`src/hdl/mbod_pkg.sv`:
```
// Purpose: Constants and types for the byte-op instruction decoder
// Assumes: 16-bit program words, one core clock MCLK_I
// Notes: Instruction cycle is four clock periods
package mbod_pkg;
   // Instruction cycle length in clock periods
   localparam int OSC_PER_INSTR = 4;
   localparam logic [1:0] OSC_LAST = 2'(OSC_PER_INSTR - 1);
   // Register byte offsets
   localparam logic [7:0] REG_CTRL = 8'h00;
   localparam logic [7:0] REG_STAT = 8'h04;
   localparam logic [7:0] REG_TPTR = 8'h08;
   localparam logic [7:0] REG_TLAT = 8'h0c;
   // Control fields and reset values
   localparam int CTRL_PSA_POS = 0;
   localparam int CTRL_BSR_POS = 8;
   localparam logic [3:0] BSR_RST = 4'h0;
   localparam logic [20:0] TPTR_RST = 21'h000000;
   localparam logic [7:0] TLAT_RST = 8'h00;
   // Instruction word field positions
   localparam int F_D = 9;
   localparam int F_A = 8;
   // Flag mask layout {N,OV,Z,DC,C}
   localparam logic [4:0] FM_NONE = 5'h00;
   localparam logic [4:0] FM_ALL = 5'h1f;
   localparam logic [4:0] FM_ZN = 5'h14;
   localparam logic [4:0] FM_CZN = 5'h15;
   localparam logic [4:0] FM_Z = 5'h04;
   // Destination one-hot layout
   localparam logic [2:0] DS_NONE = 3'h0;
   localparam logic [2:0] DS_W = 3'h1;
   localparam logic [2:0] DS_F = 3'h2;
   localparam logic [2:0] DS_P = 3'h4;
   // Decoded byte operations, index of the one-hot output
   typedef enum logic [4:0] {
      OP_NONE, OP_ADD, OP_ADDC, OP_SUBW, OP_SUBWB, OP_SUBFW, OP_OR, OP_AND,
      OP_XOR, OP_COMP, OP_INC, OP_DEC, OP_DECSKZ, OP_DECSKNZ, OP_INCSKZ,
      OP_INCSKNZ, OP_CMPEQ, OP_CMPGT, OP_CMPLT, OP_TSTZ, OP_ROLC, OP_RORC,
      OP_ROL, OP_ROR, OP_SWAP, OP_CLR, OP_SET, OP_STW, OP_NEG, OP_MOV,
      OP_MUL, OP_F2F
   } mbod_op_t;
   // Sequencer states
   typedef enum logic [1:0] {
      S_RUN = 2'b00, S_WORD2 = 2'b01, S_FLUSH = 2'b10, S_DROP = 2'b11
   } mbod_st_t;
   // Operand fields handed to the datapath
   typedef struct packed {
      logic [11:0] file_addr;
      logic [11:0] dst_addr;
      logic [7:0] bit_sel;
      logic [7:0] literal;
      logic [19:0] offset;
      logic [19:0] target;
      logic fast;
   } mbod_dec_t;
endpackage

```
`src/hdl/mbod_decoder.sv`:
```
// Purpose: Decode 16-bit program words into operand fields and controls
// Assumes: Words and condition result are synchronous to MCLK_I
// Notes: Registers reached over classic Wishbone, one-cycle ack
`timescale 1ns/10ps
module mbod_decoder #(
   parameter logic [7:0] ACCESS_SPLIT = 8'h80,
   parameter logic [3:0] ACCESS_HI_BANK = 4'hf,
   parameter logic [11:0] PORT_LO = 12'hf00,
   parameter logic [11:0] PORT_HI = 12'hf0f,
   parameter logic [11:0] TIMER_ZERO_COUNT_ADDR = 12'hf10
) (
   input wire logic MCLK_I,
   input wire logic RST_N_I,
   input wire logic [15:0] INSTR_I,
   input wire logic COND_TRUE_I,
   input wire logic [7:0] TBL_RDATA_I,
   input wire logic [7:0] ADR_I,
   input wire logic [31:0] DAT_I,
   input wire logic WE_I,
   input wire logic [3:0] SEL_I,
   input wire logic CYC_I,
   input wire logic STB_I,
   output logic ACK_O,
   output logic [31:0] DAT_O,
   output logic INSTR_CE_O,
   output mbod_pkg::mbod_dec_t DEC_O,
   output logic [31:0] ALU_OH_O,
   output logic [2:0] DEST_OH_O,
   output logic [4:0] FLAG_MASK_O,
   output logic NOP_O,
   output logic OPND_PINS_O,
   output logic PRE_CLR_O,
   output logic SHADOW_SAVE_O,
   output logic SHADOW_LOAD_O,
   output logic TBL_RD_O,
   output logic TBL_WR_O,
   output logic [20:0] TBL_ADDR_O,
   output logic [7:0] TBL_LATCH_O
);
   // Byte-lane merge for register writes
   function automatic logic [31:0] wb_merge(input logic [31:0] old,
                                            input logic [31:0] nw,
                                            input logic [3:0] sel);
      logic [31:0] r;
      r = old;
      for (int i = 0; i < 4; i++) begin
         if (sel[i]) begin
            r[8*i +: 8] = nw[8*i +: 8];
         end
      end
      return r;
   endfunction

   // Byte-oriented opcode table, d and a bits masked
   function automatic mbod_pkg::mbod_op_t op_of(input logic [15:0] x);
      casez (x[15:9])
         7'b001001?: op_of = mbod_pkg::OP_ADD;
         7'b001000?: op_of = mbod_pkg::OP_ADDC;
         7'b010111?: op_of = mbod_pkg::OP_SUBW;
         7'b010110?: op_of = mbod_pkg::OP_SUBWB;
         7'b010101?: op_of = mbod_pkg::OP_SUBFW;
         7'b000100?: op_of = mbod_pkg::OP_OR;
         7'b000101?: op_of = mbod_pkg::OP_AND;
         7'b000110?: op_of = mbod_pkg::OP_XOR;
         7'b000111?: op_of = mbod_pkg::OP_COMP;
         7'b001010?: op_of = mbod_pkg::OP_INC;
         7'b000001?: op_of = mbod_pkg::OP_DEC;
         7'b001011?: op_of = mbod_pkg::OP_DECSKZ;
         7'b010011?: op_of = mbod_pkg::OP_DECSKNZ;
         7'b001111?: op_of = mbod_pkg::OP_INCSKZ;
         7'b010010?: op_of = mbod_pkg::OP_INCSKNZ;
         7'b0110001: op_of = mbod_pkg::OP_CMPEQ;
         7'b0110010: op_of = mbod_pkg::OP_CMPGT;
         7'b0110000: op_of = mbod_pkg::OP_CMPLT;
         7'b0110011: op_of = mbod_pkg::OP_TSTZ;
         7'b001101?: op_of = mbod_pkg::OP_ROLC;
         7'b001100?: op_of = mbod_pkg::OP_RORC;
         7'b010001?: op_of = mbod_pkg::OP_ROL;
         7'b010000?: op_of = mbod_pkg::OP_ROR;
         7'b001110?: op_of = mbod_pkg::OP_SWAP;
         7'b0110101: op_of = mbod_pkg::OP_CLR;
         7'b0110100: op_of = mbod_pkg::OP_SET;
         7'b0110111: op_of = mbod_pkg::OP_STW;
         7'b0110110: op_of = mbod_pkg::OP_NEG;
         7'b010100?: op_of = mbod_pkg::OP_MOV;
         7'b0000001: op_of = mbod_pkg::OP_MUL;
         7'b1100???: op_of = mbod_pkg::OP_F2F;
         default: op_of = mbod_pkg::OP_NONE;
      endcase
   endfunction

   // Flag-update mask per operation
   function automatic logic [4:0] flags_of(input mbod_pkg::mbod_op_t op);
      case (op)
         mbod_pkg::OP_ADD, mbod_pkg::OP_ADDC, mbod_pkg::OP_SUBW,
         mbod_pkg::OP_SUBWB, mbod_pkg::OP_SUBFW, mbod_pkg::OP_INC,
         mbod_pkg::OP_DEC, mbod_pkg::OP_NEG: flags_of = mbod_pkg::FM_ALL;
         mbod_pkg::OP_OR, mbod_pkg::OP_AND, mbod_pkg::OP_XOR,
         mbod_pkg::OP_COMP, mbod_pkg::OP_ROL, mbod_pkg::OP_ROR,
         mbod_pkg::OP_MOV: flags_of = mbod_pkg::FM_ZN;
         mbod_pkg::OP_ROLC, mbod_pkg::OP_RORC: flags_of = mbod_pkg::FM_CZN;
         mbod_pkg::OP_CLR: flags_of = mbod_pkg::FM_Z;
         default: flags_of = mbod_pkg::FM_NONE;  // Skips, swap, set, store
      endcase
   endfunction

   // Where the result goes; d bit only for the d forms
   function automatic logic [2:0] dest_of(input mbod_pkg::mbod_op_t op,
                                          input logic d);
      case (op)
         mbod_pkg::OP_NONE, mbod_pkg::OP_CMPEQ, mbod_pkg::OP_CMPGT,
         mbod_pkg::OP_CMPLT, mbod_pkg::OP_TSTZ,
         mbod_pkg::OP_F2F: dest_of = mbod_pkg::DS_NONE;
         mbod_pkg::OP_MUL: dest_of = mbod_pkg::DS_P;
         mbod_pkg::OP_CLR, mbod_pkg::OP_SET, mbod_pkg::OP_STW,
         mbod_pkg::OP_NEG: dest_of = mbod_pkg::DS_F;
         default: dest_of = d ? mbod_pkg::DS_F : mbod_pkg::DS_W;
      endcase
   endfunction

   // First words of the four two-word forms
   function automatic logic two_word(input logic [15:0] x);
      two_word = (x[15:12] == 4'hc) || (x[15:9] == 7'b1110110) ||
                 (x[15:8] == 8'hef) || (x[15:8] == 8'hee);
   endfunction

   // Instruction-cycle divider
   logic [1:0] div_reg;
   logic tick;
   assign tick = (div_reg == mbod_pkg::OSC_LAST);
   always_ff @(posedge MCLK_I) begin
      if (!RST_N_I) begin
         div_reg <= 2'h0;
      end else begin
         div_reg <= div_reg + 2'h1;
      end
   end

   // Register-side state
   mbod_pkg::mbod_st_t st_reg, st_next;
   logic [3:0] bsr_reg;          // bank_select_reg
   logic psa_reg;                // Prescaler assigned to timer zero
   logic [20:0] tptr_reg;        // table_pointer
   logic [7:0] tlat_reg;         // table_latch
   logic rd_pend_reg;            // Table read awaiting data
   mbod_pkg::mbod_op_t op_reg;   // Last decoded operation

   // Word classification, valid only in the run state
   logic run;
   logic [15:0] w;
   mbod_pkg::mbod_op_t op_w;
   logic [2:0] dest_w;
   logic is_rel, is_cbr, is_bskip, is_call, is_ret, is_retlw, is_tbl;
   logic is_skip, pc_chg, stray2;
   assign run = (st_reg == mbod_pkg::S_RUN);
   assign w = INSTR_I;
   assign op_w = run ? op_of(w) : mbod_pkg::OP_NONE;
   assign dest_w = dest_of(op_w, w[mbod_pkg::F_D]);
   assign is_rel = (w[15:12] == 4'hd);                   // Jump, relative call
   assign is_cbr = (w[15:11] == 5'b11100);               // Conditional branch
   assign is_bskip = (w[15:13] == 3'b101);               // Bit test skips
   assign is_call = (w[15:9] == 7'b1110110);
   assign is_ret = (w[15:2] == 14'h0004);                // Return forms
   assign is_retlw = (w[15:8] == 8'h0c);
   assign is_tbl = (w[15:4] == 12'h000) && w[3];
   assign stray2 = (w[15:12] == 4'hf);
   assign is_skip = (op_w >= mbod_pkg::OP_DECSKZ) && (op_w <= mbod_pkg::OP_TSTZ);
   // Taken conditions, unconditional flow changes, or table operations
   assign pc_chg = is_rel || is_ret || is_retlw || is_tbl ||
                   (is_cbr && COND_TRUE_I);

   // Sequencer: two-word capture and discard cycles
   always_comb begin
      st_next = st_reg;
      if (tick) begin
         case (st_reg)
            mbod_pkg::S_RUN: begin
               if (two_word(w)) begin
                  st_next = mbod_pkg::S_WORD2;
               end else if ((is_skip || is_bskip) && COND_TRUE_I) begin
                  st_next = mbod_pkg::S_FLUSH;
               end else if (pc_chg) begin
                  st_next = mbod_pkg::S_DROP;
               end else begin
                  st_next = mbod_pkg::S_RUN;
               end
            end
            mbod_pkg::S_WORD2: st_next = mbod_pkg::S_RUN;
            // A skipped two-word form costs one more cycle
            mbod_pkg::S_FLUSH: begin
               st_next = two_word(w) ? mbod_pkg::S_DROP : mbod_pkg::S_RUN;
            end
            mbod_pkg::S_DROP: st_next = mbod_pkg::S_RUN;
            default: st_next = mbod_pkg::S_RUN;
         endcase
      end
   end

   // Operand fields; second word only fills the upper target or dest
   mbod_pkg::mbod_dec_t dec_reg, dec_next;
   logic [11:0] fa_w;
   assign fa_w = w[mbod_pkg::F_A] ? {bsr_reg, w[7:0]} :
                 (w[7:0] < ACCESS_SPLIT) ? {4'h0, w[7:0]} :
                 {ACCESS_HI_BANK, w[7:0]};
   always_comb begin
      dec_next = dec_reg;
      if (tick && run) begin
         // Byte ops and moves carry their file address low
         dec_next.file_addr = (op_w == mbod_pkg::OP_F2F) ? w[11:0] : fa_w;
         dec_next.bit_sel = 8'h01 << w[11:9];
         dec_next.literal = w[7:0];
         dec_next.offset = is_rel ? {{9{w[10]}}, w[10:0]} :
                                   {{12{w[7]}}, w[7:0]};
         dec_next.target = {12'h000, w[7:0]};
         dec_next.fast = is_call ? w[8] : w[0];
      end else if (tick && (st_reg == mbod_pkg::S_WORD2)) begin
         dec_next.dst_addr = w[11:0];
         dec_next.target = {w[11:0], dec_reg.target[7:0]};
      end
   end

   // Side effects of the decoded word
   logic pins_w, pre_clr_w;
   assign pins_w = run && (op_w != mbod_pkg::OP_NONE) && (op_w != mbod_pkg::OP_STW) &&
                   (op_w != mbod_pkg::OP_CLR) && (op_w != mbod_pkg::OP_SET) &&
                   (fa_w >= PORT_LO) && (fa_w <= PORT_HI);
   assign pre_clr_w = tick && psa_reg && (fa_w == TIMER_ZERO_COUNT_ADDR) &&
                      (dest_w == mbod_pkg::DS_F);

   // Wishbone decode
   logic wb_go, wr_go;
   logic [31:0] rd_mux;
   assign wb_go = CYC_I && STB_I && !ACK_O;
   assign wr_go = wb_go && WE_I;
   assign rd_mux = (ADR_I == mbod_pkg::REG_CTRL) ?
                   {20'h00000, bsr_reg, 7'h00, psa_reg} :
                   (ADR_I == mbod_pkg::REG_STAT) ? {19'h00000, op_reg, 6'h00, st_reg} :
                   (ADR_I == mbod_pkg::REG_TPTR) ? {11'h000, tptr_reg} :
                   (ADR_I == mbod_pkg::REG_TLAT) ? {24'h000000, tlat_reg} :
                   32'h00000000;                            // Unmapped reads zero
   logic [31:0] ctrl_wr, tptr_wr, tlat_wr;
   assign ctrl_wr = wb_merge({20'h00000, bsr_reg, 7'h00, psa_reg}, DAT_I, SEL_I);
   assign tptr_wr = wb_merge({11'h000, tptr_reg}, DAT_I, SEL_I);
   assign tlat_wr = wb_merge({24'h000000, tlat_reg}, DAT_I, SEL_I);

   // Table pointer step per encoded mode
   logic [20:0] tptr_step;
   assign tptr_step = (w[1:0] == 2'b10) ? tptr_reg - 21'h000001 :
                      (w[1:0] == 2'b00) ? tptr_reg : tptr_reg + 21'h000001;

   // Sequencer and decode registers; reset drops any half word
   always_ff @(posedge MCLK_I) begin
      if (!RST_N_I) begin
         st_reg <= mbod_pkg::S_RUN;
         dec_reg <= '0;
         op_reg <= mbod_pkg::OP_NONE;
      end else begin
         st_reg <= st_next;
         dec_reg <= dec_next;
         if (tick) begin
            op_reg <= op_w;
         end
      end
   end

   // Control outputs, updated once per instruction cycle
   always_ff @(posedge MCLK_I) begin
      if (!RST_N_I) begin
         ALU_OH_O <= 32'h00000001;
         DEST_OH_O <= mbod_pkg::DS_NONE;
         FLAG_MASK_O <= mbod_pkg::FM_NONE;
         NOP_O <= 1'b1;
         OPND_PINS_O <= 1'b0;
      end else if (tick) begin
         ALU_OH_O <= 32'h00000001 << op_w;
         DEST_OH_O <= dest_w;
         FLAG_MASK_O <= flags_of(op_w);
         NOP_O <= !run || stray2;
         OPND_PINS_O <= pins_w;
      end
   end

   // One-cycle strobes following the instruction edge
   always_ff @(posedge MCLK_I) begin
      if (!RST_N_I) begin
         PRE_CLR_O <= 1'b0;
         SHADOW_SAVE_O <= 1'b0;
         SHADOW_LOAD_O <= 1'b0;
         TBL_RD_O <= 1'b0;
         TBL_WR_O <= 1'b0;
      end else begin
         PRE_CLR_O <= pre_clr_w && run;
         SHADOW_SAVE_O <= tick && run && is_call && w[8];
         SHADOW_LOAD_O <= tick && run && is_ret && w[0];
         TBL_RD_O <= tick && run && is_tbl && !w[2];
         TBL_WR_O <= tick && run && is_tbl && w[2];
      end
   end

   // Table pointer and latch; table instruction wins a collision with a software write
   always_ff @(posedge MCLK_I) begin
      if (!RST_N_I) begin
         tptr_reg <= mbod_pkg::TPTR_RST;
         tlat_reg <= mbod_pkg::TLAT_RST;
         rd_pend_reg <= 1'b0;
         TBL_ADDR_O <= mbod_pkg::TPTR_RST;
      end else begin
         if (tick && run && is_tbl) begin
            tptr_reg <= tptr_step;
            TBL_ADDR_O <= (w[1:0] == 2'b11) ? tptr_step : tptr_reg;
         end else if (wr_go && ADR_I == mbod_pkg::REG_TPTR) begin
            tptr_reg <= tptr_wr[20:0];
         end
         // Read data is taken one instruction cycle later
         if (tick) begin
            rd_pend_reg <= run && is_tbl && !w[2];
         end
         if (tick && rd_pend_reg) begin
            tlat_reg <= TBL_RDATA_I;
         end else if (wr_go && ADR_I == mbod_pkg::REG_TLAT) begin
            tlat_reg <= tlat_wr[7:0];
         end
      end
   end

   // Wishbone slave: control register and answer
   always_ff @(posedge MCLK_I) begin
      if (!RST_N_I) begin
         bsr_reg <= mbod_pkg::BSR_RST;
         psa_reg <= 1'b0;
         ACK_O <= 1'b0;
         DAT_O <= 32'h00000000;
      end else begin
         ACK_O <= wb_go;
         if (wb_go && !WE_I) begin
            DAT_O <= rd_mux;
         end
         if (wr_go && ADR_I == mbod_pkg::REG_CTRL) begin
            bsr_reg <= ctrl_wr[mbod_pkg::CTRL_BSR_POS +: 4];
            psa_reg <= ctrl_wr[mbod_pkg::CTRL_PSA_POS];
         end
      end
   end

   assign INSTR_CE_O = tick;
   assign DEC_O = dec_reg;
   assign TBL_LATCH_O = tlat_reg;
endmodule

```
`config.mk`:
```
export PLATFORM = sky130hd
export DESIGN_NAME = mbod_decoder
export DESIGN_NICKNAME = d
export VERILOG_FILES = /design/src/hdl/mbod_pkg.sv /design/src/hdl/mbod_decoder.sv
export SDC_FILE = /design/constraint.sdc
export NUM_CORES = 1
export LEC_CHECK = 0
export BUFFER_PORTS_ARGS = -buffer_cell sky130_fd_sc_hd__buf_2
export CAP_MARGIN = 20
export CORE_MARGIN = 1
export CORE_UTILIZATION = 47
export DETAILED_ROUTE_END_ITERATION = 8
export GPL_TIMING_DRIVEN = 1
export PLACE_DENSITY = 0.77
export SLEW_MARGIN = 0
export SYNTH_ARGS = -nofsm -noshare
export SYNTH_HDL_FRONTEND = slang
export SYNTH_SLANG_ARGS = --single-unit
```
`constraint.sdc`:
```
create_clock -name MCLK_I -period 2.3 [get_ports MCLK_I]
set_input_delay 0.345 -clock MCLK_I [delete_from_list [all_inputs] [get_ports MCLK_I]]
set_output_delay 0.345 -clock MCLK_I [all_outputs]
set_load 0.03 [all_outputs]
```
* Word-level counts from Yosys, hierarchy flattened
Memories as Yosys holds them, arrays and structs flattened. A register that Yosys moved wholly into a read port is not among the register bits. Cells that the tools add are included. Widths: inputs -> output; s select.
Operators by class: $lt $le $gt $ge 5, shift operators 2, mux-type cells 29, add/subtract/negate cells 3, reduce and logical (&&, ||, !) cells 70, equality and inequality tests 64, bitwise logic cells 2
Operators by type and width (count):
- $mux 21 | 8
- $pmux 5 s31 | 1
- $eq 7x6->1 const B | 8
- $eq 5x5->1 const B | 11
- $eq 6x4->1 const B | 8
- $eq 6x5->1 const B | 8
- $mux 8 | 6
- $mux 12 | 3
- $logic_and 1x1->1 | 33
- $shl 1x5->32 const A | 1
- $eq 6x3->1 const B | 4
- $eq 8x4->1 const B | 3
- $add 21x1->21 const B | 1
- $sub 21x1->21 const B | 1
- $mux 20 | 1
- $eq 8x8->1 const B | 2
- $ne 5x5->1 const B | 3
- $eq 14x3->1 const B | 1
- $reduce_and 2->1 | 7
- $eq 12x12->1 const B | 1
- $eq 4x4->1 const B | 3
- $ge 12x12->1 const B | 1
- $le 12x12->1 const B | 1
- $logic_not 12->1 | 1
- 29 further kinds | 58
Word-level totals: input port bits 74, register bits 221, memories 1, ROM bits 160
Memory list:
- (no name shown) | words 32, width 5, rd ports 1, clocked after Yosys merged registers in 1, wr ports 0, line mbod_decoder.sv:94 | case (op)

* Longest topological paths before layout
Gate-level depths: netlist of the first run.
word-level depth 10, gate-level depth with buffers 10, depth with buffers taken out 9

* Worst setup path before layout of the first run
Ideal clock, no wire load.
kind flip-flop to flip-flop, start point register tptr_reg[2], end point register tptr_reg[10], required time 2.172 ns, arrival 2.259 ns, slack -0.086 ns, stages on the path, launching flop included 9, library setup time 0.128 ns, clock period less this slack 2.386 ns, buffers on the path 1, cell sequence dfxtp_1 -> buf_6 -> or4_4 -> or4_4 -> or3b_1 -> a21boi_2 -> o21ai_1 -> a222oi_1 -> nor2_1
On the way: cells in the longest elaborated chain, start to end 4
Ends and longest elaborated chain:
- start, declared | line mbod_decoder.sv:143 | logic [20:0] tptr_reg;
- start signal, assigned | line mbod_decoder.sv:303 | tptr_reg <= mbod_pkg::TPTR_RST;
- start signal, assigned | line mbod_decoder.sv:309 | tptr_reg <= tptr_step;
- start signal, assigned | line mbod_decoder.sv:312 | tptr_reg <= tptr_wr[20:0];
- $add 21x1->21 | line mbod_decoder.sv:249 | (w[1:0] == 2'b00) ? tptr_reg : tptr_reg + 21'h000001;
- $mux 21 | line mbod_decoder.sv:249
- $mux 21 (*) | line mbod_decoder.sv:248 | assign tptr_step = (w[1:0] == 2'b10) ? tptr_reg - 21'h000001 :
- $mux 21 (*) | line mbod_decoder.sv:308 | if (tick && run && is_tbl) begin
Every way passes the cells marked *; elsewhere a longest branch is shown, timed or not. A chain may end at the register's enable or synchronous reset.

* Worst setup path after layout of the first run
Same ends and word-level chain as after synthesis.

==> impl_summary.md, run 1 <==
STA
The achievable frequency is 415 MHz. Headroom to the max-slew limit came out at 0.520. The number of pins exceeding their max-slew limit in the final report came to 0. The hold violation count in the final report is 0. After layout, the worst setup slack is -110 ps.

The final number of setup-violating endpoints is 4. The share of the clock period used by the worst path after layout is 1.05. For the finished layout, the period the worst path requires is 2410 ps. The aggregate negative setup slack is -186 ps. Setup repair after global routing could not meet its margin everywhere. On the final layout, the worst clock skew is 10.6 ps. For the pin with the worst max-slew slack, the measured transition is 714 ps.

Critical path
The critical path starts at tptr_reg[2]. The reg2reg setup slack is -110 ps. The cell with the most instances on the worst path is sky130_fd_sc_hd__or4_4. The worst stage delay on the critical path is 540 ps. The worst flop-to-flop path endpoint is tptr_reg[10].

The logic depth of the worst register-to-register path is 7. In this run the worst setup path terminates at tptr_reg[10]. The classification of the worst setup path is register to register. In this design, the largest share of critical-path delay is due to simple AND/OR/NAND/NOR gates.

The launch point of the worst reg-to-reg path is tptr_reg[2]. The largest individual stage delay along the critical path comes from the cell sky130_fd_sc_hd__or4_4. In this run the worst path has a maximum fanout of 3. The kind of launch point of the worst setup path is a register. The number of buffer and inverter stages on the critical path is 0. At the worst endpoint, the required time is 2610 ps. The number of cells on the critical path is 7. Data arrives at the worst endpoint at 2720 ps.

Walking the worst path, the cells encountered are or4_4 > or4_4 > or3b_1 > a21boi_2 > o21ai_1 > a222oi_1 > nor2_1. The endpoint kind of the worst setup timing path is a register.

Status
The run finished, with violations left. The checks that failed: negative setup slack.

Drt
The number of nets still failing antenna checks after routing is 0. The count of routing violations after the opening detailed-route iteration is 766. The routed via count divided by cell count is 5.68. For this block, the via count after detailed routing is 9599. The routed wire length is 29.2 mm.

The average detailed-routed wire length per instance is 17.3 um. The first detailed-routing pass took 6 iterations. The number of design rule violations left after detail routing is 0.

Global route
The initial antenna violation count is 1. The global routing usage summed across all routing layers is 0.296. The maximum number of pins on one net before global-route repair is 43. The global-route wire length before repair is 46.1 mm.

Summed over all layers, the global routing overflow is 0. The via count of the first global-routing pass came to 8739.

CTS
In this run the deepest clock path goes through 2 buffers. The count of H-tree levels built during CTS is 4. The latest clock arrival within the worst-skew pair is 440 ps.

After clock tree synthesis, the flow added hold-fix buffers numbering 0. The clock tree root buffer cell is sky130_fd_sc_hd__clkbuf_16. TritonCTS built the clock tree. Clock tree synthesis found a total of 181 sinks. Counting the buffers created by CTS gives 17.

Clock-pin slew was measured on the worst setup and hold paths at 80 ps.

Synth
Counting distinct cell types in the post-synthesis netlist gives 83. Counting flops with an async set or reset pin after synthesis yields a share of 0. By area, the combinational part of the netlist is dominated by simple AND/OR/NAND/NOR gates. For this run, the number of Yosys warnings is 0. The number of synthesized flops with an enable pin is 0. Of the total synthesized cell area, the portion taken by full adders, half adders and majority gates is 0.00421. Of the total synthesized cell area, the portion taken by AND, OR, NAND and NOR gates is 0.253. The compound-cell area share of the yosys netlist is 0.215. The register bit total from synthesis is 181.

The synthesized netlist cell count is 1140. The portion of synthesized area spent on multiplexers is 0.0185. The mean instance size in the synthesized netlist is 7.82 um^2. The parity-gate share of the synthesized area counting xor and xnor cells is 0.0187. The post-synthesis cell area is 8920 um^2. For this run, the register share of the synthesized area comes to 0.406. Among all flip-flop cells after synthesis, the most frequent one is sky130_fd_sc_hd__dfxtp_1.

Place
The weighted congestion reported at the end of routability-driven placement is 0.938. Counting tap cells, the placed design contains a total of 1656 instances. The pre-CTS setup slack is -181 ps. Summed over all nets, the half-perimeter wirelength after detailed placement is 21.9 mm. In this run the tool buffered the top-level ports with 241 buffer cells. After detailed placement, the total cell area comes to 11000 um^2.

Power
The post-route total power is 7.11 mW. The worst supply voltage drop on vdd is 0.504 mV. For this design the static power due to leakage is 5.15 nW. For this design the ratio of total power to cell area is 607 nW/um^2.

Min path
The classification of the worst-slack hold path is primary input to register. The worst hold path passes through 3 cells.

Die
The effective utilization at floorplan is 0.478. Measured along the y axis, the die boundary spans 140 um. The floorplan step set the die width to 140 um.

The core area is 18600 um^2. The I/O pin total is 265. The die covers 19500 um^2. The cell row count is 50.

Flow run
The number of maximum-capacitance constraint violations is 0.

Finish
The register with the most flip-flops in the layout has 48 of them. In the final design database the tool counted 1519 nets. In the final layout, the share of cells above drive strength 1 is 0.325.

From synthesis to final layout, the design area changed by 31.3%. The post-route standard cell area excluding fillers is 11700 um^2. The filler-free cell count of the finished design is 1690.
==> repair_timing <==
item | 4_1_cts | 5_1_grt
pin swaps | 2 | 5
buffers inserted | 1 | 0
gates resized for setup | 0 | 17
endpoints found under the setup margin | 2 | 16
==> how the worst min path moves through the flow <==
stage	end	startpoint	slack, ps
after floorplan	div_reg[0]	div_reg[0]	400
after global placement	div_reg[0]	div_reg[0]	410
after detailed placement	div_reg[0]	div_reg[0]	410
after CTS	tptr_reg[20]	DAT_I[20]	150
after global routing	tptr_reg[14]	DAT_I[14]	160
final	tptr_reg[20]	DAT_I[20]	160
==> cell families after synthesis <==
group,Yosys count
other,1
AND/OR/NAND/NOR,485
buffers and inverters,146
flip-flops,181
XOR/XNOR,19
AO/OA/AOI/OAI,290
multiplexers,15
adder cells (fa/ha/maj),3
==> synth_stat cells (all sizes together) (20+ instances only) <==
library cell  instances  area [um^2]
a211oi               20          150
a21oi                80          404
a31oi                21          131
buf                  67          448
clkbuf               62          233
dfxtp               181         3620
nand2               190          713
nand3                52          260
nor2                114          428
nor3                 27          140
o21ai                63          315
==> final cells by class <==
type,instances,area [um^2]
multi-input combinational,823,4670
antenna,1,2.50
tap,234,293
clock buffer,17,425
fill,1689,6930
timing repair buffer,402,2440
sequential,181,3620
clock inverter,15,185
inverter,17,65.1
==> layer usage <==
layer,GRT usage,vias up,part of all wire,routed length [um]
li1,-,4602,-,-
met1,0.395,4457,0.43,12600
met2,0.482,479,0.47,13600
met3,0.0454,61,0.075,2190
met4,0.110,0,0.027,791
met5,0,-,0,0
==> tightest hold or removal path, stage by stage <==
cell                       delay (ps)
sky130_fd_sc_hd__buf_2             80
sky130_fd_sc_hd__a221oi_1          60
sky130_fd_sc_hd__nor2_1            70
==> layout by cell type (no fill, tap or decap), types with 5 or more instances in the layout <==
| master | count |
|---|---|
| sky130_fd_sc_hd__buf_2 | 241 |
| sky130_fd_sc_hd__nand2_1 | 190 |
| sky130_fd_sc_hd__dfxtp_1 | 180 |
| sky130_fd_sc_hd__buf_4 | 158 |
| sky130_fd_sc_hd__nor2_1 | 111 |
| sky130_fd_sc_hd__a21oi_1 | 79 |
| sky130_fd_sc_hd__o21ai_0 | 59 |
| sky130_fd_sc_hd__nand3_1 | 52 |
| sky130_fd_sc_hd__nor3_1 | 22 |
| sky130_fd_sc_hd__a31oi_1 | 21 |
| sky130_fd_sc_hd__a211oi_1 | 19 |
| sky130_fd_sc_hd__clkbuf_16 | 17 |
| sky130_fd_sc_hd__inv_1 | 15 |
| sky130_fd_sc_hd__and3_1 | 15 |
| sky130_fd_sc_hd__a22oi_1 | 13 |
| sky130_fd_sc_hd__mux2i_1 | 12 |
| sky130_fd_sc_hd__xor2_1 | 12 |
| sky130_fd_sc_hd__conb_1 | 11 |
| sky130_fd_sc_hd__nand2b_1 | 10 |
| sky130_fd_sc_hd__nand4_1 | 10 |
| sky130_fd_sc_hd__a22o_1 | 10 |
| sky130_fd_sc_hd__a311oi_1 | 9 |
| sky130_fd_sc_hd__and2_1 | 9 |
| sky130_fd_sc_hd__a221oi_1 | 8 |
| sky130_fd_sc_hd__nor4_1 | 7 |
| sky130_fd_sc_hd__nor2b_1 | 7 |
| sky130_fd_sc_hd__xnor2_1 | 7 |
| sky130_fd_sc_hd__o31ai_1 | 6 |
| sky130_fd_sc_hd__nor3b_1 | 6 |
| sky130_fd_sc_hd__nand3b_1 | 5 |
| sky130_fd_sc_hd__nor3_2 | 5 |
| sky130_fd_sc_hd__or3_1 | 5 |
| sky130_fd_sc_hd__a211o_1 | 5 |
| sky130_fd_sc_hd__a21o_1 | 5 |
| sky130_fd_sc_hd__o22ai_1 | 5 |
| sky130_fd_sc_hd__inv_8 | 5 |
==> report_power, final <==
part / leakage, nW / total (mW) / internal, mW / switching [mW]
logic: 3.39 / 0.884 / 0.324 / 0.560
clock network: 0.298 / 3.04 / 1.66 / 1.39
registers: 1.46 / 3.18 / 3.16 / 0.0191
total: 5.15 / 7.11 / 5.14 / 1.97
==> stage by stage <==
| step | utilization | hold slack, ps |
|---|---|---|
| after global placement | 0.591 | 409 |
| final | 0.628 | 156 |
| after detailed placement | 0.591 | 413 |
| after CTS | 0.624 | 146 |
| after floorplan | - | 399 |
| after global routing | 0.628 | 160 |
Power figures use the tool's default switching activity.
==> inputs of run 2 (changes only) <==
- MAX_ROUTING_LAYER: unset -> met4
==> run 2 against run 1 <==
  * The run still ends with negative setup slack left
  * Setup slack gained 35 ps
  * Hold slack about the same
  * Flip-flop and latch count unchanged
  * Critical path type unchanged
  * Register-to-register slack improved by 40 ps
  * Final cell count shrank 0.47%
  * Non-clock buffer count shrank 8
  * Clock skew shrank 1.9 ps
  * Die area unchanged
  * Sequential share of layout area is 0.35 points higher
  * Fmax is 1.5% higher
==> impl_summary.md, run 2 (same netlist as run 1, synthesis figures left out) <==
Status
The flow ran to the end, but the final reports show violations. The final reports fail on negative setup slack.

Drt
The routed wire length is 29.3 mm (+0.65%). The routed via count divided by cell count is 5.72 (+0.73%). The average detailed-routed wire length per instance is 17.4 um (+1.1%). The length of the first detailed-routing pass in iterations is 5 (-1). The number of design rule violations left after detail routing is 0 (unchanged). The number of nets still failing antenna checks after routing came to 0 (unchanged). The count of routing violations after the opening detailed-route iteration came to 850 (+11%). The total via count after detailed routing is 9623 (+0.25%).

Finish
The post-route standard cell area excluding fillers was 11600 um^2 (-1.1%). The layout-stage area growth over the synthesis result is 29.8%. The post-layout utilization of the core is 0.621 (-0.00711). The filler-free cell count of the finished design came to 1682 (-0.47%). In the layout the commonest cells are 241 x sky130_fd_sc_hd__buf_2, 190 x sky130_fd_sc_hd__nand2_1, 180 x sky130_fd_sc_hd__dfxtp_1, 150 x sky130_fd_sc_hd__buf_4, 112 x sky130_fd_sc_hd__nor2_1. The fraction of layout cells with a size suffix above 1 was 0.318 (-0.00719). Leaving out fill and tap cells, the most frequent cell in the layout is sky130_fd_sc_hd__buf_2. The flip-flop count of the largest register after layout is 48 (unchanged). The final net count is 1511 (-0.53%).

STA
The actual slew at the worst max-slew pin is 680 ps (-34.0 ps). The maximum clock skew at final layout is 8.69 ps (-1.88 ps). The final critical-path setup slack is -74.5 ps (+35.3 ps). The final critical path time including I/O delays and setup is 2370 ps (-35.3 ps). The final number of setup-violating endpoints was 3 (-1). Setup repair after global routing could not meet its margin everywhere. The relative max-transition margin is 0.545 (+0.0254). The share of the clock period used by the worst path after layout is 1.03 (-0.0153). The achievable frequency is 421 MHz (+1.5%). The aggregate negative setup slack is -145 ps (+40.9 ps).

The number of pins exceeding their max-slew limit in the final report is 0 (unchanged). The hold violation count in the final report is 0 (unchanged).

Power
The power per cell area is 592 nW/um^2 (-2.4%). The total leakage power is 5.07 nW (-1.4%). The worst supply voltage drop on vdd is 0.534 mV (+5.9%). The post-route total power is 6.86 mW (-3.5%).

Critical path
The critical path data arrival time is 2700 ps (-20 ps). The cell with the most instances on the worst path is sky130_fd_sc_hd__or4_4. The largest fanout on the critical path came to 3 (unchanged). The worst setup path is launched from a register. The required time of the worst setup path is 2630 ps (+20 ps). On the critical path the largest part of the delay comes from simple AND/OR/NAND/NOR gates.

The worst stage delay on the critical path is 540 ps (about the same). The worst setup path is captured at a register. The launch point of the worst path is tptr_reg[2]. The number of buffer and inverter stages on the critical path is 0 (unchanged). The worst setup path is of the register to register kind. The launch point of the worst reg-to-reg path is tptr_reg[2]. The cell with the biggest individual delay on the critical path is sky130_fd_sc_hd__or4_4.

The signal on the critical path passes through or4_4 > or4_4 > or3b_1 > a21boi_2 > nand2_1 > xor2_2 > a21oi_2.

CTS
The maximum buffer depth of the clock tree is 2 (unchanged). The count of H-tree levels built during CTS is 4 (unchanged). The quantity of hold-fixing buffers added after cts is 0 (unchanged). The CTS tree is built. The number of clock buffers inserted by TritonCTS is 17 (unchanged). The latest clock arrival within the worst-skew pair is 440 ps (about the same). The clock sink total is 181 (unchanged).

The cell sitting at the root of the clock tree is a sky130_fd_sc_hd__clkbuf_16. The CTS clock-pin slew for the worst setup and hold paths is 70 ps (about the same).

Die
The area of the die was 19500 um^2 (unchanged). The core area is 18600 um^2 (unchanged). The I/O pin total is 265 (unchanged). The effective utilization at floorplan came to 0.478 (unchanged). The floorplan die width was 140 um (unchanged). The cell row count is 50 (unchanged). The chip height is 140 um (unchanged).

Global route
The maximum number of pins on one net before global-route repair is 41 (-4.7%). The global-route wire length before repair is 45.5 mm (-1.3%). The global routing usage summed across all routing layers is 0.303 (+0.00762). The initial antenna violation count was 1 (unchanged).

The overflow left after global routing is 0 (unchanged). The via count of the first global-routing pass was 8682 (-0.65%).

Place
The port buffer count is 241 (unchanged). The cell count after placement is 1647 (-0.54%). The placement-stage cell area is 10900 um^2 (-0.61%).

The final HPWL from detailed placement is 22.0 mm (+0.44%). The weighted congestion reported at the end of routability-driven placement is 0.942 (+0.41%).

Min path
In this run the most critical hold path is launched from DAT_I[20]. The min-delay analysis places its worst path in the category primary input to register.

Flow run
The number of maximum-capacitance constraint violations is 0 (unchanged).
-- run 2: cell types whose count changed in the layout (fill, tap and decap cells not counted), moves of 2 or more --
cell,previous run,this run
sky130_fd_sc_hd__a221oi_1,8,10
sky130_fd_sc_hd__a221oi_2,2,0
sky130_fd_sc_hd__and3_4,0,2
sky130_fd_sc_hd__buf_4,158,150
sky130_fd_sc_hd__clkinv_2,1,5
sky130_fd_sc_hd__inv_8,5,0
-- run 2: final cells by class --
type | instances | area, um^2
multi-input combinational | 823 | 4650
tap | 234 | 293
sequential | 181 | 3620
fill | 1659 | 7060
inverter | 17 | 65.1
clock inverter | 14 | 128
antenna | 1 | 2.50
clock buffer | 18 | 429
timing repair buffer | 394 | 2380
-- run 2: routing by layer --
layer / vias to the layer above / share of wire / track usage
li1: 4586 / - / -
met1: 4558 / 0.43 / 0.383
met2: 426 / 0.48 / 0.488
met3: 53 / 0.068 / 0.0478
met4: 0 / 0.023 / 0.112
met5: - / 0 / -
-- run 2: power by group --
group	leakage, nW	internal [mW]	total, mW	switching [mW]
registers	1.46	3.16	3.18	0.0188
clock network	0.275	1.50	2.81	1.31
logic	3.34	0.314	0.871	0.557
total	5.07	4.97	6.86	1.88
-- run 2: path summary, 6_finish.rpt --
| kind | to | slack, ps | cells past startpoint |
|---|---|---|---|
| min | tptr_reg[20] | 160 | 3 |
| max | TBL_ADDR_O[10] | -70 | 7 |
| min reg2reg | div_reg[0] | 430 | 1 |
| max reg2reg | TBL_ADDR_O[10] | -70 | 7 |
-- run 2: timing repair --
action                                  in CTS  in global routing
pin swaps                                    1                  8
cloned                                       0                  0
endpoints found under the setup margin       5                 13
setup buffers                                0                  2
gates resized for setup                      2                 12
-- run 2: through the flow --
stage | setup slack [ps] | hold WS (ps)
after floorplan | -46.6 | 399
after global placement | -111 | 407
after detailed placement | -166 | 426
after CTS | -12.6 | 149
after global routing | -134 | 162
final | -74.5 | 155
-- run 2: worst reg2reg max path, stage by stage, from the launching register on --
cell and delay (ps):
sky130_fd_sc_hd__dfxtp_1 310, sky130_fd_sc_hd__or4_4 540, sky130_fd_sc_hd__or4_4 450, sky130_fd_sc_hd__or3b_1 380, sky130_fd_sc_hd__a21boi_2 180, sky130_fd_sc_hd__nand2_1 120, sky130_fd_sc_hd__xor2_2 210, sky130_fd_sc_hd__a21oi_2 60
==> inputs of run 3 (changes only) <==
- CORE_ASPECT_RATIO: unset -> 1.5
- PLACE_DENSITY: 0.77 -> 0.87
==> run 3 against run 2 <==
  * Wire length rose by 2.5%
  * Critical endpoint is now tptr_reg[10]
  * Sequential share of layout area down 0.068 points
  * First-iteration DRC count shrank 8.4%
  * Clock-buffer cell count unchanged
  * The flow still finishes with violations (negative setup slack)
  * Highest routed layer unchanged
  * Via count shrank 0.42%
==> impl_summary.md, run 3 (same netlist as run 1, synthesis figures left out) <==
CTS
The CTS clock-pin slew for the worst setup and hold paths is 70 ps (about the same). The count of H-tree levels built during CTS is 4 (unchanged). The maximum buffer depth of the clock tree was 2 (unchanged). The latest clock arrival within the worst-skew pair is 440 ps (about the same). The clock sink total is 181 (unchanged). The root buffer cell chosen for the clock tree is sky130_fd_sc_hd__clkbuf_16. The number of setup buffers added after CTS is 0 (unchanged). The quantity of hold-fixing buffers added after cts is 0 (unchanged). The CTS tree is built.

The number of clock buffers inserted by TritonCTS is 17 (unchanged).

Flow run
The number of maximum-capacitance constraint violations is 0 (unchanged).

Power
The power per cell area was 594 nW/um^2 (+0.26%). The worst supply voltage drop on vdd is 0.460 mV (-14%). The switching portion of total power is 0.274 (-0.000703). The total leakage power is 5.07 nW (-0.12%). The proportion of power drawn by flip-flops and latches is 0.461 (-0.002). The cell internal power dissipation is 5.00 mW (+0.54%).

The clock power share was 0.412 (+0.003). The switching power is 1.89 mW (+0.19%). The combinational group share of total power is 0.127 (about the same).

Drt
The number of nets still failing antenna checks after routing was 0 (unchanged). The number of design rule violations left after detail routing came to 0 (unchanged). The total via count after detailed routing is 9583 (-0.42%). The routed via count divided by cell count came to 5.63 (-1.5%).

The routed wire length was 30.1 mm (+2.5%). The count of routing violations after the opening detailed-route iteration is 779 (-8.4%). The length of the first detailed-routing pass in iterations came to 5 (unchanged). The average detailed-routed wire length per instance is 17.7 um (+1.3%).

Min path
The min-delay analysis places its worst path in the category primary input to register. The number of cells on the worst hold path is 3 (unchanged). The worst hold path begins at DAT_I[14]. The worst-case hold path end point is tptr_reg[14].

Status
The checks that failed: negative setup slack. The run finished, with violations left.

Finish
The post-route standard cell area excluding fillers is 11600 um^2 (+0.18%). The library cell used most frequently in the layout, excluding fill and tap cells, is sky130_fd_sc_hd__buf_2. The fraction of layout cells with a size suffix above 1 came to 0.319 (+0.000941).

The fill cell instance count of the final layout is 1647 (-0.72%). The top cell types in the final layout, fill and taps aside, are 241 x sky130_fd_sc_hd__buf_2, 190 x sky130_fd_sc_hd__nand2_1, 181 x sky130_fd_sc_hd__dfxtp_1, 154 x sky130_fd_sc_hd__buf_4, 112 x sky130_fd_sc_hd__nor2_1. The flip-flop count of the largest register after layout is 48 (unchanged). The sequential cell area in the final layout is 3620 um^2 (about the same). The area occupied by multi-input gates is 4650 um^2 (-0.11%).

The post-layout utilization of the core is 0.626 (+0.00437). The final net count is 1513 (+0.13%). Relative to the synthesized area, the layout overhead comes to 30.1%. The count of inserted antenna diode cells came to 0 (-1).

STA
The share of the clock period used by the worst path after layout is 1.03 (-0.00453). The relative max-transition margin is 0.551 (+0.00541). Setup repair after global routing could not meet its margin everywhere. The maximum clock skew at final layout came to 11.8 ps (+3.16 ps). The final critical path time including I/O delays and setup is 2360 ps (-10.4 ps).

The final number of setup-violating endpoints came to 3 (unchanged). The achievable frequency is 423 MHz (+0.44%). The actual slew at the worst max-slew pin is 672 ps (-8.09 ps). The number of pins exceeding their max-slew limit in the final report is 0 (unchanged). The hold violation count in the final report was 0 (unchanged).

The aggregate negative setup slack is -114 ps (+30.5 ps). The final critical-path setup slack is -64.1 ps (+10.4 ps).

Global route
The initial antenna violation count came to 0 (-1). The global routing usage summed across all routing layers is 0.316 (+0.0129). The global-route wire length before repair is 46.6 mm (+2.5%).

The overflow left after global routing is 0 (unchanged). The via count of the first global-routing pass is 8977 (+3.4%). The maximum number of pins on one net before global-route repair is 81 (+98%).

Critical path
STA classifies the critical path endpoint as a register. The required time of the worst setup path is 2620 ps (about the same). The critical path in this run is classified as register to register. The kind of launch point of the worst setup path is a register. The launch point of the worst path is tptr_reg[2]. The worst flop-to-flop path endpoint is tptr_reg[10]. The largest fanout on the critical path came to 3 (unchanged).

The logic depth of the worst register-to-register path is 7 (unchanged). The reg2reg setup slack is -60 ps (about the same). The critical path data arrival time came to 2690 ps (about the same). The launch point of the worst reg-to-reg path is tptr_reg[2].

Place
The port buffer count was 241 (unchanged). The placement-stage cell area is 11000 um^2 (+0.32%). The weighted congestion reported at the end of routability-driven placement is 0.995 (+5.7%).

The pre-CTS setup slack is -202 ps (-35.8 ps). The final HPWL from detailed placement is 22.8 mm (+3.9%).

Die
The area of the die is 19500 um^2 (about the same). The core area was 18500 um^2 (-0.52%). The chip height is 171 um (+22%). The I/O pin total is 265 (unchanged).

The effective utilization at floorplan came to 0.481 (+0.00249). The floorplan die width is 114 um (-18%). The cell row count is 61 (+22%).
## run 3: changes by cell type in the layout (fill, tap and decap cells not counted), sizes merged
| cell | change |
|---|---|
| buf | +2 |
| clkinv | -2 |
| clkinvlp | +1 |
| diode | -1 |
| inv | +1 |
## run 3: how the worst max path moves through the flow
| stage | to | slack (ps) |
|---|---|---|
| 2_1_floorplan | tptr_reg[10] | -50 |
| 3_3_place_gp | tptr_reg[14] | -130 |
| 3_5_place_dp | DEST_OH_O[0] | -200 |
| 4_1_cts | tptr_reg[10] | -60 |
| 5_1_grt | tptr_reg[10] | -100 |
| 6_report | tptr_reg[10] | -60 |
## run 3: what timing repair did
action                                  in CTS  in global routing
gates resized for setup                      0                 11
endpoints found under the setup margin       3                 10
pin swaps                                    0                  4
## run 3: per-stage QoR
stage	cells	hold slack (ps)	power, mW
global placement	1669	408	4.10
detailed placement	1669	420	4.10
finish	1701	130	6.89
global route	1701	144	7.11
floorplan	1150	399	3.77
CTS	1701	124	6.89
## run 3: power groups by stage
stage                     combinational (mW)  sequential [mW]  clock [mW]
final                                  0.871             3.18        2.84
after global routing                   0.932             3.18        2.99
after CTS                              0.857             3.18        2.86
after floorplan                        0.479             3.29           0
after detailed placement               0.851             3.25           0
after global placement                 0.847             3.25           0
## run 3: layout make-up
cell class	count	share of cell area
Sequential cell	181	0.312
Inverter	17	0.00561
Tap cell	252	0.0272
Timing Repair Buffer	396	0.205
Multi-Input combinational cell	823	0.401
Clock inverter	14	0.0109
Clock buffer	18	0.0379
## run 3: worst max-delay path, cell delays in order, from the launching register on
cell	delay, ps
sky130_fd_sc_hd__dfxtp_1	310
sky130_fd_sc_hd__or4_4	550
sky130_fd_sc_hd__or4_4	450
sky130_fd_sc_hd__or3b_4	400
sky130_fd_sc_hd__a21boi_4	170
sky130_fd_sc_hd__o21ai_1	70
sky130_fd_sc_hd__a222oi_1	220
sky130_fd_sc_hd__nor2_1	60
## run 3: layer usage
| layer | track usage | wire length (um) |
|---|---|---|
| met1 | 0.337 | 11200 |
| met2 | 0.553 | 15800 |
| met3 | 0.0390 | 1410 |
| met4 | 0.200 | 1720 |
| met5 | - | 0 |
